--- config.mk ---
export PLATFORM = sky130hd
export DESIGN_NAME = mrs_stack
export DESIGN_NICKNAME = d
export VERILOG_FILES = /design/src/hw/mrs_pkg.sv /design/src/hw/mrs_stack.sv /design/src/hw/mrs_decode.sv
export VERILOG_INCLUDE_DIRS = /design/src /design/src/hw
export SDC_FILE = /design/constraint.sdc
export NUM_CORES = 1
export LEC_CHECK = 0
export CORE_UTILIZATION = 30
export DETAILED_ROUTE_END_ITERATION = 8
export DONT_BUFFER_PORTS = 1
export PLACE_DENSITY_LB_ADDON = 0.15
export SLEW_MARGIN = 20
export SYNTH_ARGS = -nofsm -noshare
export SYNTH_HDL_FRONTEND = slang
export SYNTH_SLANG_ARGS = --single-unit
--- constraint.sdc ---
create_clock -name clk -period 2.65 [get_ports clk]
set_clock_uncertainty 0.2 [all_clocks]
set_input_delay 0.53 -clock clk [delete_from_list [all_inputs] [get_ports clk]]
set_output_delay 0.53 -clock clk [all_outputs]
set_load 0.1 [all_outputs]
--- src/hw/mrs_params.svh ---
`ifndef MRS_PARAMS_SVH
`define MRS_PARAMS_SVH

`define MRS_DEPTH 16
`define MRS_PTR_W 5
`define MRS_ADDR_W 13
`define MRS_PAGE_W 4
`define MRS_STACK_GROUP 4'he
`define MRS_STACK_BRANCH 2'h3
`define MRS_PUSH_BIT 1
`define MRS_POP_BIT 2
`define MRS_DEL_BIT 0
`define MRS_CYCLE_NS 190
`define MRS_CLK_NS 10
`define MRS_REG_STATUS 4'h0
`define MRS_REG_MASK 4'h1
`define MRS_REG_DEPTH 4'h2
`define MRS_REG_TOP 4'h3
`define MRS_WCS_PAGE_BASE 4'h1
`define MRS_CYCLE_CLKS ((`MRS_CYCLE_NS) / (`MRS_CLK_NS))

`endif

--- src/hw/mrs_pkg.sv ---
package mrs_pkg;

  // Fields of the current microinstruction that the stack looks at
  typedef struct packed {
    logic [1:0] sequence_function_field;
    logic [1:0] test_function_field;
    logic [3:0] micro_op_group_field;
    logic [1:0] low_branch_field;
    logic [3:0] a_operand_field;
    logic [3:0] b_operand_field;
    logic [2:0] word_mid_bits_field;
    logic [3:0] page_select_field;
    logic return_page_part_a;
    logic return_page_part_b;
    logic return_page_part_c;
    logic return_page_part_d;
  } mrs_uinst_type;

  typedef enum logic [3:0] {
    MRS_OP_NONE = 4'h1,
    MRS_OP_PUSH = 4'h2,
    MRS_OP_POP = 4'h4,
    MRS_OP_DEL = 4'h8
  } mrs_op_type;

  // Branch result handed back to the sequencer
  typedef struct packed {
    logic take;
    logic from_stack;
    logic error;
    logic [12:0] addr;
  } mrs_branch_type;

endpackage

--- src/hw/mrs_stack.sv ---
`timescale 1ns/1ns
`include "mrs_params.svh"

// ****************************************************************
// ****************************************************************

module mrs_stack
  import mrs_pkg::*;
#(
  parameter int DEPTH = `MRS_DEPTH,
  parameter logic [3:0] WCS_PAGE_BASE = `MRS_WCS_PAGE_BASE
)
(
  input wire logic clk,
  input wire logic nrst,
  input wire logic clk_en,
  input wire logic uinst_valid,
  input wire mrs_uinst_type uinst,
  output mrs_branch_type branch,
  output logic [4:0] depth,
  output logic overflow,
  output logic underflow,
  input wire logic [3:0] reg_addr,
  input wire logic [15:0] reg_wdata,
  input wire logic reg_wr,
  input wire logic reg_rd,
  output logic [15:0] reg_rdata,
  output logic irq
);

  // ****************************************************************
  // Register map and state
  // ****************************************************************
  localparam logic [3:0] REG_STATUS = `MRS_REG_STATUS;
  localparam logic [3:0] REG_MASK = `MRS_REG_MASK;
  localparam logic [3:0] REG_DEPTH = `MRS_REG_DEPTH;
  localparam logic [3:0] REG_TOP = `MRS_REG_TOP;

  typedef struct packed {
    logic [4:0] ptr;
    mrs_branch_type branch;
    logic overflow;
    logic underflow;
    logic [1:0] status;
    logic [1:0] mask;
    logic [15:0] rdata;
    logic irq;
  } mrs_state_type;

  mrs_state_type state;
  mrs_state_type next_state;
  logic [12:0] mem [0:DEPTH-1];
  logic mem_we;
  logic [3:0] mem_waddr;
  logic [12:0] mem_wdata;
  logic [1:0] rst_sync;
  logic rst_n;
  mrs_op_type op;
  logic [12:0] ret_addr;
  logic [12:0] top_entry;
  logic ovf_event;
  logic unf_event;
  logic status_clear;
  logic mask_write;
  logic [1:0] event_flags;
  logic [1:0] status_next;

  // ****************************************************************
  // Reset release
  // ****************************************************************
  always_ff @(posedge clk or negedge nrst) begin
    if (!nrst) begin
      rst_sync <= 2'h0;
    end else begin
      rst_sync <= {rst_sync[0], 1'b1};
    end
  end
  assign rst_n = rst_sync[1];

  mrs_decode u_decode (
    .uinst(uinst),
    .op(op),
    .ret_addr(ret_addr)
  );

  // Clamps a page into the writable store so a pop never collides with ROM pages
  function automatic logic [12:0] wcs_addr(input logic [12:0] a);
    logic [12:0] r;
    r = a;
    if (a[12:9] < WCS_PAGE_BASE) begin
      r[12:9] = WCS_PAGE_BASE;
    end
    return r;
  endfunction

  assign top_entry = (state.ptr == 5'h0) ? mem[0] : mem[4'(state.ptr - 5'h1)];

  // ****************************************************************
  // Decode helpers
  // ****************************************************************
  // Register port address match
  function automatic logic reg_sel(input logic [3:0] a, input logic [3:0] r);
    return a == r;
  endfunction

  // Page branch target: page in the top bits, word zero
  function automatic logic [12:0] page_addr(input logic [3:0] pg);
    return {pg, 9'h0};
  endfunction

  // A push at this depth has nowhere to go
  function automatic logic stack_full(input logic [4:0] p);
    return p >= 5'(DEPTH);
  endfunction

  // Only the error entry is left, or nothing at all
  function automatic logic stack_low(input logic [4:0] p);
    return p <= 5'h1;
  endfunction

  // Readback mux; unmapped addresses read as zero
  function automatic logic [15:0] read_word(
    input logic [3:0] a,
    input logic [1:0] sts,
    input logic [1:0] mk,
    input logic [4:0] p,
    input logic [12:0] top
  );
    logic [15:0] w;
    case (a)
      REG_STATUS: w = {14'h0, sts};
      REG_MASK: w = {14'h0, mk};
      REG_DEPTH: w = {11'h0, p};
      REG_TOP: w = {3'h0, top};
      default: w = 16'h0;
    endcase
    return w;
  endfunction

  // ****************************************************************
  // Sticky event bits
  // ****************************************************************
  assign ovf_event = uinst_valid && (op == MRS_OP_PUSH) && stack_full(state.ptr);
  assign unf_event = uinst_valid && (op == MRS_OP_POP) && stack_low(state.ptr);
  assign event_flags = {unf_event, ovf_event};
  assign status_clear = reg_rd && reg_sel(reg_addr, REG_STATUS);
  assign mask_write = reg_wr && reg_sel(reg_addr, REG_MASK);

  // Bit 0 records overflow, bit 1 underflow; a status read clears both
  genvar g;
  generate
    for (g = 0; g < 2; g++) begin : g_sticky
      // Set wins over a read-clear in the same cycle
      assign status_next[g] = event_flags[g] | (state.status[g] & ~status_clear);
    end
  endgenerate

  // ****************************************************************
  // Next state
  // ****************************************************************
  always_comb begin
    next_state = state;
    mem_we = 1'b0;
    mem_waddr = 4'h0;
    mem_wdata = 13'h0;
    next_state.branch = '0;
    next_state.overflow = 1'b0;
    next_state.underflow = 1'b0;
    next_state.rdata = 16'h0;
    if (uinst_valid) begin
      case (op)
        MRS_OP_PUSH: begin
          next_state.branch.take = 1'b1;
          next_state.branch.addr = page_addr(uinst.page_select_field);
          if (stack_full(state.ptr)) begin
            next_state.branch.addr = mem[0];
            next_state.branch.from_stack = 1'b1;
            next_state.branch.error = 1'b1;
            next_state.overflow = 1'b1;
          end else begin
            mem_we = 1'b1;
            mem_waddr = 4'(state.ptr);
            mem_wdata = wcs_addr(ret_addr);
            next_state.ptr = state.ptr + 5'h1;
          end
        end
        MRS_OP_POP: begin
          next_state.branch.take = 1'b1;
          next_state.branch.from_stack = 1'b1;
          next_state.branch.addr = top_entry;
          if (stack_low(state.ptr)) begin
            next_state.branch.error = 1'b1;
            next_state.underflow = 1'b1;
          end else begin
            next_state.ptr = state.ptr - 5'h1;
          end
        end
        MRS_OP_DEL: begin
          next_state.branch.take = 1'b1;
          next_state.branch.addr = page_addr(uinst.page_select_field);
          if (state.ptr != 5'h0) begin
            next_state.ptr = state.ptr - 5'h1;
          end
        end
        default: begin
        end
      endcase
    end
    next_state.status = status_next;
    if (mask_write) begin
      next_state.mask = reg_wdata[1:0];
    end
    if (reg_rd) begin
      next_state.rdata = read_word(reg_addr, state.status, state.mask, state.ptr, top_entry);
    end
    next_state.irq = |(status_next & next_state.mask);
  end

  // ****************************************************************
  // Registers
  // ****************************************************************
  always_ff @(posedge clk or negedge rst_n) begin
    if (!rst_n) begin
      state <= '0;
    end else if (clk_en) begin
      state <= next_state;
    end
  end

  always_ff @(posedge clk) begin
    if (clk_en && mem_we) begin
      mem[mem_waddr] <= mem_wdata;
    end
  end

  assign branch = state.branch;
  assign depth = state.ptr;
  assign overflow = state.overflow;
  assign underflow = state.underflow;
  assign reg_rdata = state.rdata;
  assign irq = state.irq;

endmodule

--- src/hw/mrs_decode.sv ---
`timescale 1ns/1ns
`include "mrs_params.svh"

module mrs_decode
  import mrs_pkg::*;
(
  input wire mrs_uinst_type uinst,
  output mrs_op_type op,
  output logic [12:0] ret_addr
);

  logic common;

  always_comb begin
    common = (uinst.sequence_function_field == 2'h0) &&
             (uinst.test_function_field == 2'h0) &&
             (uinst.micro_op_group_field == `MRS_STACK_GROUP) &&
             (uinst.low_branch_field == `MRS_STACK_BRANCH);
    op = MRS_OP_NONE;
    if (common) begin
      if (uinst.a_operand_field[`MRS_PUSH_BIT]) begin
        op = MRS_OP_PUSH;
      end else if (uinst.a_operand_field[`MRS_POP_BIT] &&
                   !uinst.b_operand_field[`MRS_DEL_BIT]) begin
        op = MRS_OP_POP;
      end else if (uinst.a_operand_field[`MRS_POP_BIT]) begin
        op = MRS_OP_DEL;
      end
    end
    ret_addr = {uinst.return_page_part_d, uinst.return_page_part_a,
                uinst.return_page_part_b, uinst.return_page_part_c,
                2'h0, uinst.word_mid_bits_field, uinst.b_operand_field};
  end

endmodule

==> impl_metrics.toml, run 1 <==
[status]
status = "finished, final reports clean"

[setup_path]
cp_max_fo = 16
crit_buf_inv = 2
reg2reg_slack_ns = 0.04
startpoint_type = "flip-flop"
path_cells = "inv_4 -> ha_4 -> buf_12 -> mux4_2 -> mux4_2 -> a221o_1"
critical-path-slowest-cell = "mux4_2"
cp_slowest_stage_delay_ns = 0.55
cp-end-kind = "flip-flop"
cpLargestDelayFamily = "multiplexers"
cp_common_cell = "mux4_2"
crit_arrival_ns = 2.82
crit_type = "flip-flop to flip-flop"
crit_required_ns = 2.86

[yosys]
synthArstFlopShare = 0.181
synth.area.top_cells = "edfxtp_1, mux4_2, dfrtp_1"
synth_edf_count = 176
syn_area_sq_um = 9380
synthTopCellsByCount = "edfxtp_1, mux4_2, buf_4, dfrtp_1"
yosysTopAreaCell = "edfxtp_1"
ys_seq_elements = 215
ys_types = 54
synth_ff_type = "edfxtp_1"
avgSynthCellArea_sq_um = 16.5
yosysWarnings = 0
yosys.area.top_type_share = 0.564
synthCells = 568
ys_seq_area_frac = 0.668
yosysMostFrequentCell = "edfxtp_1"

[route]
drt_iter0_markers = 425
viasPerCell = 5.03
vias = 5213
postRouteAntennaNets = 0
post_drt_wl_per_cell_um = 21.4
post-route-drc-count = 0
drt_first_pass_iters = 5
wl_um = 22200

[place]
dp_hpwl_um = 15400
port_buffers = 0
gp_congestion = 0.800

[clock_network]
clk_latency_ns = 0.52
root_buffer = "clkbuf_16"
cts_buffer_depth = 3
path_clk_slew_ns = 0.06
htree_levels = 1
cts_buffers = 24
cts.sinks = 215
cts_tree = "done"

[die]
ioPinCount = 95
start_util = 0.306
core_area_sq_um = 30700
dieHeight_um = 179
die_x_um = 179
dieArea_sq_um = 32000
fp-row-count = 64

[layout]
fillers = 2829
nNetsFinal = 682
seqCellArea_sq_um = 6270
n_antenna_cell = 0
drive_above_1_share = 0.332
multiInputGateArea_sq_um = 2810
syn_to_final_growth_pct = 23.6

[timing]
whs_ns = 0.0394
drv_slew = 0
setup_viol = 0
worst_pin_slew_ns = 0.936
min_period_ns = 2.61
rsz0062_at_grt = "yes"
slew_headroom = 0.376
hold_viol = 0
finalCritPeriodShare = 0.985
fmax_mhz = 383
finalSetupTns_ns = 0

[power]
ir_drop_mv = 0.448
power_density_nw_per_um2 = 653
p_leak_nw = 4.17

[min_path]
hold_class = "primary input to async pin"

[flow_run]
maxCapViolations = 0

[global_route]
antenna_found_initial = 1
grt_pass1_wl_um = 33600
first_global_vias = 5353
gr-total-overflow = 0
grt_util_all_layers = 0.142
grt_max_degree = 45
[area by class of cell]
type | instances | share of cell area
multi-input cells | 282 | 0.243
clock inverters | 17 | 0.0247
well taps | 396 | 0.0428
flip-flops and latches | 215 | 0.541
clock buffers | 26 | 0.0525
inverters | 9 | 0.00313
repair buffers | 92 | 0.0935
[cell families after synthesis]
kind of cell             count (synthesis)  share of synthesized area
AO/OA/AOI/OAI                           61                     0.0523
XOR/XNOR                                 5                    0.00667
adder cells (fa/ha/maj)                  3                    0.00400
buffers and inverters                   77                     0.0515
flip-flops                             215                      0.668
multiplexers                            60                      0.135
other                                    2                   0.000801
AND/OR/NAND/NOR                        145                     0.0819
[layout by cell type, fill, tap and decap left out, types with 16 or more instances in the layout]
master	count
nor2_1	17
nand3_1	16
edfxtp_1	176
buf_4	51
nor2b_1	16
dfrtp_1	36
mux4_2	53
nand2_1	29
clkbuf_16	24
buf_12	27
[worst paths after layout]
kind,startpoint,endpoint,cells after the start
setup / recovery,depth[0]$_DFFE_PN0P_,reg_rdata[5]$_DFFE_PN0P_,6
hold / removal,nrst,rst_sync[1]$_DFF_PN0_,1
setup reg to reg,depth[0]$_DFFE_PN0P_,reg_rdata[5]$_DFFE_PN0P_,6
hold reg to reg,rst_sync[1]$_DFF_PN0_,reg_rdata[3]$_DFFE_PN0P_,0
max in group asynchronous,rst_sync[1]$_DFF_PN0_,reg_rdata[12]$_DFFE_PN0P_,1
min in group clk,clk_en,irq$_DFFE_PN0P_,2
[where the power goes]
| part | total (W) | switching, W | internal, W |
|---|---|---|---|
| logic | 0.000196 | 0.000128 | 0.0000687 |
| registers | 0.00365 | 0.0000321 | 0.00362 |
| clock network | 0.00372 | 0.00136 | 0.00236 |
[state kept, by name, indices dropped and copies added (netlist names)]
signal	count
branch	14
underflow	1
mem	176
depth	5
irq	1
rst_sync	2
state	4
overflow	1
reg_rdata	11
[layer usage]
| metal | vias up | track usage | part of all wire |
|---|---|---|---|
| met2 | 154 | 0.234 | 0.48 |
| li1 | 2330 | - | - |
| met4 | 2 | 0.0371 | 0.017 |
| met3 | 31 | 0.0208 | 0.053 |
| met1 | 2696 | 0.194 | 0.45 |
| met5 | - | 0 | 0.00054 |
[stage by stage]
| stage | area, sq um | power (W) | utilization | instances | setup WS, ns |
|---|---|---|---|---|---|
| floorplan | 9640 | 0.00390 | - | 574 | -0.122 |
| finish | 11600 | 0.00757 | 0.378 | 1037 | 0.0389 |
| detailed placement | 10600 | 0.00391 | 0.344 | 981 | -0.0874 |
| global placement | 10600 | 0.00390 | 0.344 | 981 | -0.0957 |
| global route | 11600 | 0.00779 | 0.378 | 1037 | -0.0115 |
| CTS | 11600 | 0.00766 | 0.377 | 1035 | 0.0133 |
[timing repair]
| item | in CTS | in global routing |
|---|---|---|
| hold buffers | 11 | 0 |
| gates resized for setup | 0 | 3 |
| hold endpoints to repair | 16 | 0 |
| setup endpoints to repair | 0 | 9 |
| buffers inserted | 0 | 2 |
(Power assumes the default switching activity.)
==> run 2, diff against run 1 <==
==> constraint.sdc (replaced) <==
create_clock -name clk -period 2.65 [get_ports clk]
set_clock_uncertainty 0.2 [all_clocks]
set_input_delay 0.265 -clock clk [delete_from_list [all_inputs] [get_ports clk]]
set_output_delay 0.265 -clock clk [all_outputs]
set_load 0.1 [all_outputs]
==> run 2 against run 1 <==
Effect of this change: clock power fell by 15%; critical path depth did not move; clock-buffer cell count up 4; worst hold slack got worse by 0.018 ns; sequential share of layout area increased by 1.0 points; first-iteration DRC count rose by 17%; critical path type unchanged; largest power group is now sequential cells; register-to-register slack about the same; power fell by 7.0%; core utilization decreased by 0.69 points.
==> impl_metrics.toml, run 2 (synthesized netlist as in run 1, its figures left out) <==
[status]
status = "finished, final reports clean"

[setup_path]
path_cells = "inv_4 -> ha_4 -> buf_16 -> mux4_2 -> mux4_2 -> a221o_1"
crit_arrival_ns = 2.83
critical-path-slowest-cell = "mux4_2"
cp_slowest_stage_delay_ns = 0.55
cp_max_fo = 34
cp-end-kind = "flip-flop"
crit_buf_inv = 2
cpLargestDelayFamily = "multiplexers"
crit_type = "flip-flop to flip-flop"
crit_required_ns = 2.86
startpoint_type = "flip-flop"
cp_common_cell = "mux4_2"

[flow_run]
maxCapViolations = 0

[clock_network]
cts_buffer_depth = 3
root_buffer = "clkbuf_16"
cts.sinks = 215
path_clk_slew_ns = 0.06
clk_latency_ns = 0.53
cts_buffers = 24
htree_levels = 1
cts_tree = "done"

[layout]
layout_commonest_cell = "edfxtp_1"
seqCellArea_sq_um = 6270
fillers = 2878
largest_reg_flops = 176
largest-register = "mem"
syn_to_final_growth_pct = 21.3
drive_above_1_share = 0.290
multiInputGateArea_sq_um = 2710
final_cell_mix = "edfxtp_1, buf_4, mux4_2"
nNetsFinal = 699

[timing]
fmax_mhz = 382
setup_slack_ns = 0.0355
hold_viol = 0
worst_pin_slew_ns = 1.02
rsz0062_at_grt = "no"
drv_slew = 0
whs_ns = 0.0213
setup_viol = 0
slew_headroom = 0.312
min_period_ns = 2.61
finalCritPeriodShare = 0.987

[die]
ioPinCount = 95
die_x_um = 179
core_area_sq_um = 30700
start_util = 0.306
fp-row-count = 64
dieHeight_um = 179
dieArea_sq_um = 32000

[power]
power_density_nw_per_um2 = 619
ir_drop_mv = 0.331
p_leak_nw = 4.06

[route]
post-route-drc-count = 0
drt_first_pass_iters = 5
wl_um = 23100
post_drt_wl_per_cell_um = 21.9
viasPerCell = 4.98
postRouteAntennaNets = 0
drt_iter0_markers = 496
vias = 5255

[place]
port_buffers = 0
gp_congestion = 0.767
dp_hpwl_um = 16000
place_ws_ns = -0.155

[min_path]
hold_class = "primary input to flip-flop"

[global_route]
antenna_found_initial = 1
grt_max_degree = 35
grt_util_all_layers = 0.148
gr-total-overflow = 0
first_global_vias = 5666
grt_pass1_wl_um = 34800
run 2: path summary, 6_finish.rpt:
check | from | end | slack, ns | depth (start not counted)
min | reg_rd | irq$_DFFE_PN0P_ | 0.02 | 4
max | depth[0]$_DFFE_PN0P_ | reg_rdata[9]$_DFFE_PN0P_ | 0.04 | 6
min in group asynchronous | rst_sync[1]$_DFF_PN0_ | reg_rdata[9]$_DFFE_PN0P_ | 0.14 | 0
min reg2reg | rst_sync[1]$_DFF_PN0_ | reg_rdata[9]$_DFFE_PN0P_ | 0.14 | 0
max reg2reg | depth[0]$_DFFE_PN0P_ | reg_rdata[9]$_DFFE_PN0P_ | 0.04 | 6
max in group asynchronous | rst_sync[1]$_DFF_PN0_ | branch[0]$_DFFE_PN0P_ | 1.42 | 1
run 2: where the power goes:
| part | total, W | leakage, nW | internal, W | switching [W] |
|---|---|---|---|---|
| logic | 0.000237 | 1.44 | 0.0000897 | 0.000148 |
| registers | 0.00365 | 2.26 | 0.00362 | 0.0000323 |
| clock network | 0.00315 | 0.366 | 0.00181 | 0.00134 |
run 2: repair_timing:
| item | 4_1_cts | 5_1_grt |
|---|---|---|
| buffers inserted | 0 | 0 |
| hold buffers | 35 | 0 |
| setup endpoints to repair | 0 | 4 |
| hold endpoints to repair | 180 | 0 |
| gates resized for setup | 0 | 2 |
run 2: area by class of cell:
cell class / count / area share
diodes: 1 / 0.000220
clock buffers: 30 / 0.0565
clock inverters: 14 / 0.00858
inverters: 9 / 0.00319
multi-input cells: 282 / 0.238
flip-flops and latches: 215 / 0.551
well taps: 396 / 0.0436
repair buffers: 109 / 0.0988
run 2: through the flow:
step	instances	util	total power (W)	TNS, ns	cell area [sq um]
after floorplan	574	-	0.00389	-9.42	9510
after global placement	976	0.335	0.00390	-11.43	10300
after detailed placement	976	0.335	0.00391	-12.15	10300
after CTS	1055	0.371	0.00714	0	11400
after global routing	1056	0.371	0.00728	0	11400
final	1056	0.371	0.00704	0	11400
run 2: worst min-delay path, cell delays in order:
cell and delay (ns):
nand2_1 0.06, a32oi_1 0.07, o221ai_1 0.20, o21a_1 0.12
run 2: routing by layer:
layer | vias up | wire, um | global-route usage
met5 | - | 0 | 0
met4 | 0 | 458 | 0.0427
met3 | 32 | 1070 | 0.0265
met2 | 150 | 11200 | 0.251
met1 | 2719 | 10500 | 0.193
li1 | 2354 | - | -
==> run 3, diff against run 2 <==
ABC_AREA = 1   (was default)
CTS_BUF_LIST = sky130_fd_sc_hd__clkbuf_4 sky130_fd_sc_hd__clkbuf_8 sky130_fd_sc_hd__clkbuf_16   (was default)
==> run 3 against run 2 <==
Effect of this change: via count grew 36%; sequential power is essentially flat; synthesized area grew 6.0%; non-clock buffer count shrank 9; critical path type unchanged; power grew 0.55%.
==> impl_metrics.toml, run 3 <==
[status]
status = "finished, final reports clean"

[yosys]
ys_seq_area_frac = 0.630
ys_seq_elements = 215
synthTopCellsByCount = "nand2_1, nand3_1, edfxtp_1"
yosysWarnings = 0
avgSynthCellArea_sq_um = 9.90
yosysMostFrequentCell = "nand2_1"
synthArstFlopShare = 0.181
synth_ff_type = "edfxtp_1"
yosys.area.top_type_share = 0.532
synth_edf_count = 176
synth.area.top_cells = "edfxtp_1, nand2_1, nand3_1"
syn_area_sq_um = 9940
yosysTopAreaCell = "edfxtp_1"
synthCells = 1004
ys_types = 35

[die]
fp-row-count = 66
die_x_um = 184
ioPinCount = 95
core_area_sq_um = 32500
start_util = 0.305
dieHeight_um = 184
dieArea_sq_um = 33900

[clock_network]
cts_buffer_depth = 3
path_clk_slew_ns = 0.07
root_buffer = "clkbuf_16"
cts_buffers = 25
cts_tree = "done"
cts.sinks = 215
htree_levels = 1
clk_latency_ns = 0.52

[setup_path]
crit_arrival_ns = 2.74
worst-r2r-cell-count = 15
cp_max_fo = 11
cpLargestDelayFamily = "simple AND/OR/NAND/NOR gates"
reg2reg_slack_ns = 0.16
crit_buf_inv = 4
startpoint_type = "flip-flop"
path_cells = "inv_2 -> ha_1 -> inv_1 -> nand2_2 -> nand2_2 -> inv_2 -> buf_4 -> nand3_1 -> nand3_1 -> nand2_1 -> nand2_1 -> nand3_1 -> nand2_1 -> nand2_1 -> nand2_1"
crit_required_ns = 2.90
critical-path-slowest-cell = "dfrtp_4"
worstReg2RegEnd = "branch[12]$_DFFE_PN0P_"
reg2reg_from = "depth[0]$_DFFE_PN0P_"
crit_type = "flip-flop to flip-flop"
cp_common_cell = "nand2_1"
cp_slowest_stage_delay_ns = 0.51
cp-end-kind = "flip-flop"

[timing]
hold_viol = 0
worst_pin_slew_ns = 0.950
fmax_mhz = 402
whs_ns = 0.00835
slew_headroom = 0.367
min_period_ns = 2.49
finalSetupTns_ns = 0
rsz0062_at_grt = "no"
setup_viol = 0
drv_slew = 0
finalCritPeriodShare = 0.938

[route]
drt_iter0_markers = 509
wl_um = 29000
drt_first_pass_iters = 6
post_drt_wl_per_cell_um = 19.1
viasPerCell = 4.73
postRouteAntennaNets = 0
vias = 7149
post-route-drc-count = 0

[min_path]
hold-path-cell-count = 3
worstHoldStart = "uinst[13]"
hold_end = "mem[11][2]$_DFFE_PP_"
hold_class = "primary input to flip-flop"

[flow_run]
maxCapViolations = 0

[global_route]
antenna_found_initial = 0
gr-total-overflow = 0
grt_util_all_layers = 0.167
grt_pass1_wl_um = 42000
grt_max_degree = 91
first_global_vias = 6636

[layout]
nNetsFinal = 1112
drive_above_1_share = 0.140
largest-register = "mem"
layout_commonest_cell = "nand2_1"
largest_reg_flops = 176
n_antenna_cell = 0
syn_to_final_growth_pct = 19.1
final_cell_mix = "nand2_1, nand3_1, edfxtp_1"

[power]
power_density_nw_per_um2 = 598
p_leak_nw = 4.99
ir_drop_mv = 0.366

[place]
gp_congestion = 0.822
port_buffers = 0
dp_hpwl_um = 17900
[run 3: cell types whose count changed in the layout (fill, tap and decap cells not counted), sizes merged, moves of 10 or more]
cell         delta
dlygate4sd3    -10
nand3         +189
and2           -10
nor2           +15
a221o          -13
nor2b          -16
nand2         +323
mux4           -53
or2            +11
inv            +38
[run 3: area by class of cell]
class                           count  area (sq um)
Timing Repair Buffer              100          1100
Fill cell                        3337         20700
Inverter                           49           188
Tap cell                          442           553
Clock inverter                     15          98.8
Sequential cell                   215          6260
Multi-Input combinational cell    663          2980
Clock buffer                       29           656
[run 3: metrics by stage]
stage	cell area, sq um	utilization	setup slack, ns	cells	power [W]
after global placement	10700	0.329	0.167	1439	0.00387
after global routing	11800	0.364	0.00129	1513	0.00730
after floorplan	9960	-	0.318	1010	0.00383
after detailed placement	10700	0.329	0.175	1439	0.00387
final	11800	0.364	0.164	1513	0.00708
after CTS	11700	0.360	0.0246	1507	0.00714
[run 3: cells by family after synthesis]
group           share of synthesized area
compound gates                     0.0111
xor+xnor                          0.00176
fa+ha+maj                         0.00378
buf+inv                            0.0728
flops                               0.630
other cells                      0.000756
simple gates                        0.280
[run 3: worst max path at each step]
stage	startpoint	cells after the start	to	slack [ns]
after floorplan	depth[0]$_DFFE_PN0P_	15	reg_rdata[0]$_DFFE_PN0P_	0.32
after global placement	depth[0]$_DFFE_PN0P_	13	reg_rdata[0]$_DFFE_PN0P_	0.17
after detailed placement	depth[0]$_DFFE_PN0P_	13	reg_rdata[0]$_DFFE_PN0P_	0.18
after CTS	depth[0]$_DFFE_PN0P_	12	irq$_DFFE_PN0P_	0.02
after global routing	reg_addr[0]	13	irq$_DFFE_PN0P_	0.001
final	depth[0]$_DFFE_PN0P_	15	branch[12]$_DFFE_PN0P_	0.16
[run 3: worst min-delay path, cell delays in order]
cell and delay, ns:
inv_1 0.03, nor2_1 0.04, buf_4 0.19
[run 3: timing repair]
action / 4_1_cts / 5_1_grt
hold buffers: 24 / 0
resized for setup: 0 / 7
endpoints found under the setup margin: 0 / 1
endpoints found under the hold margin: 100 / 0
setup buffers: 0 / 3
[run 3: power by group]
group          switching [W]  total, W  internal [W]
sequential        0.00000970   0.00363       0.00362
combinational       0.000149  0.000212     0.0000631
clock                0.00138   0.00324       0.00186
[run 3: routing by layer]
| metal | vias to the layer above | global-route usage | part of all wire |
|---|---|---|---|
| met1 | 3465 | 0.237 | 0.48 |
| met5 | - | 0 | 0 |
| met2 | 214 | 0.263 | 0.45 |
| li1 | 3442 | - | - |
| met4 | 0 | 0.0453 | 0.019 |
| met3 | 28 | 0.0281 | 0.056 |
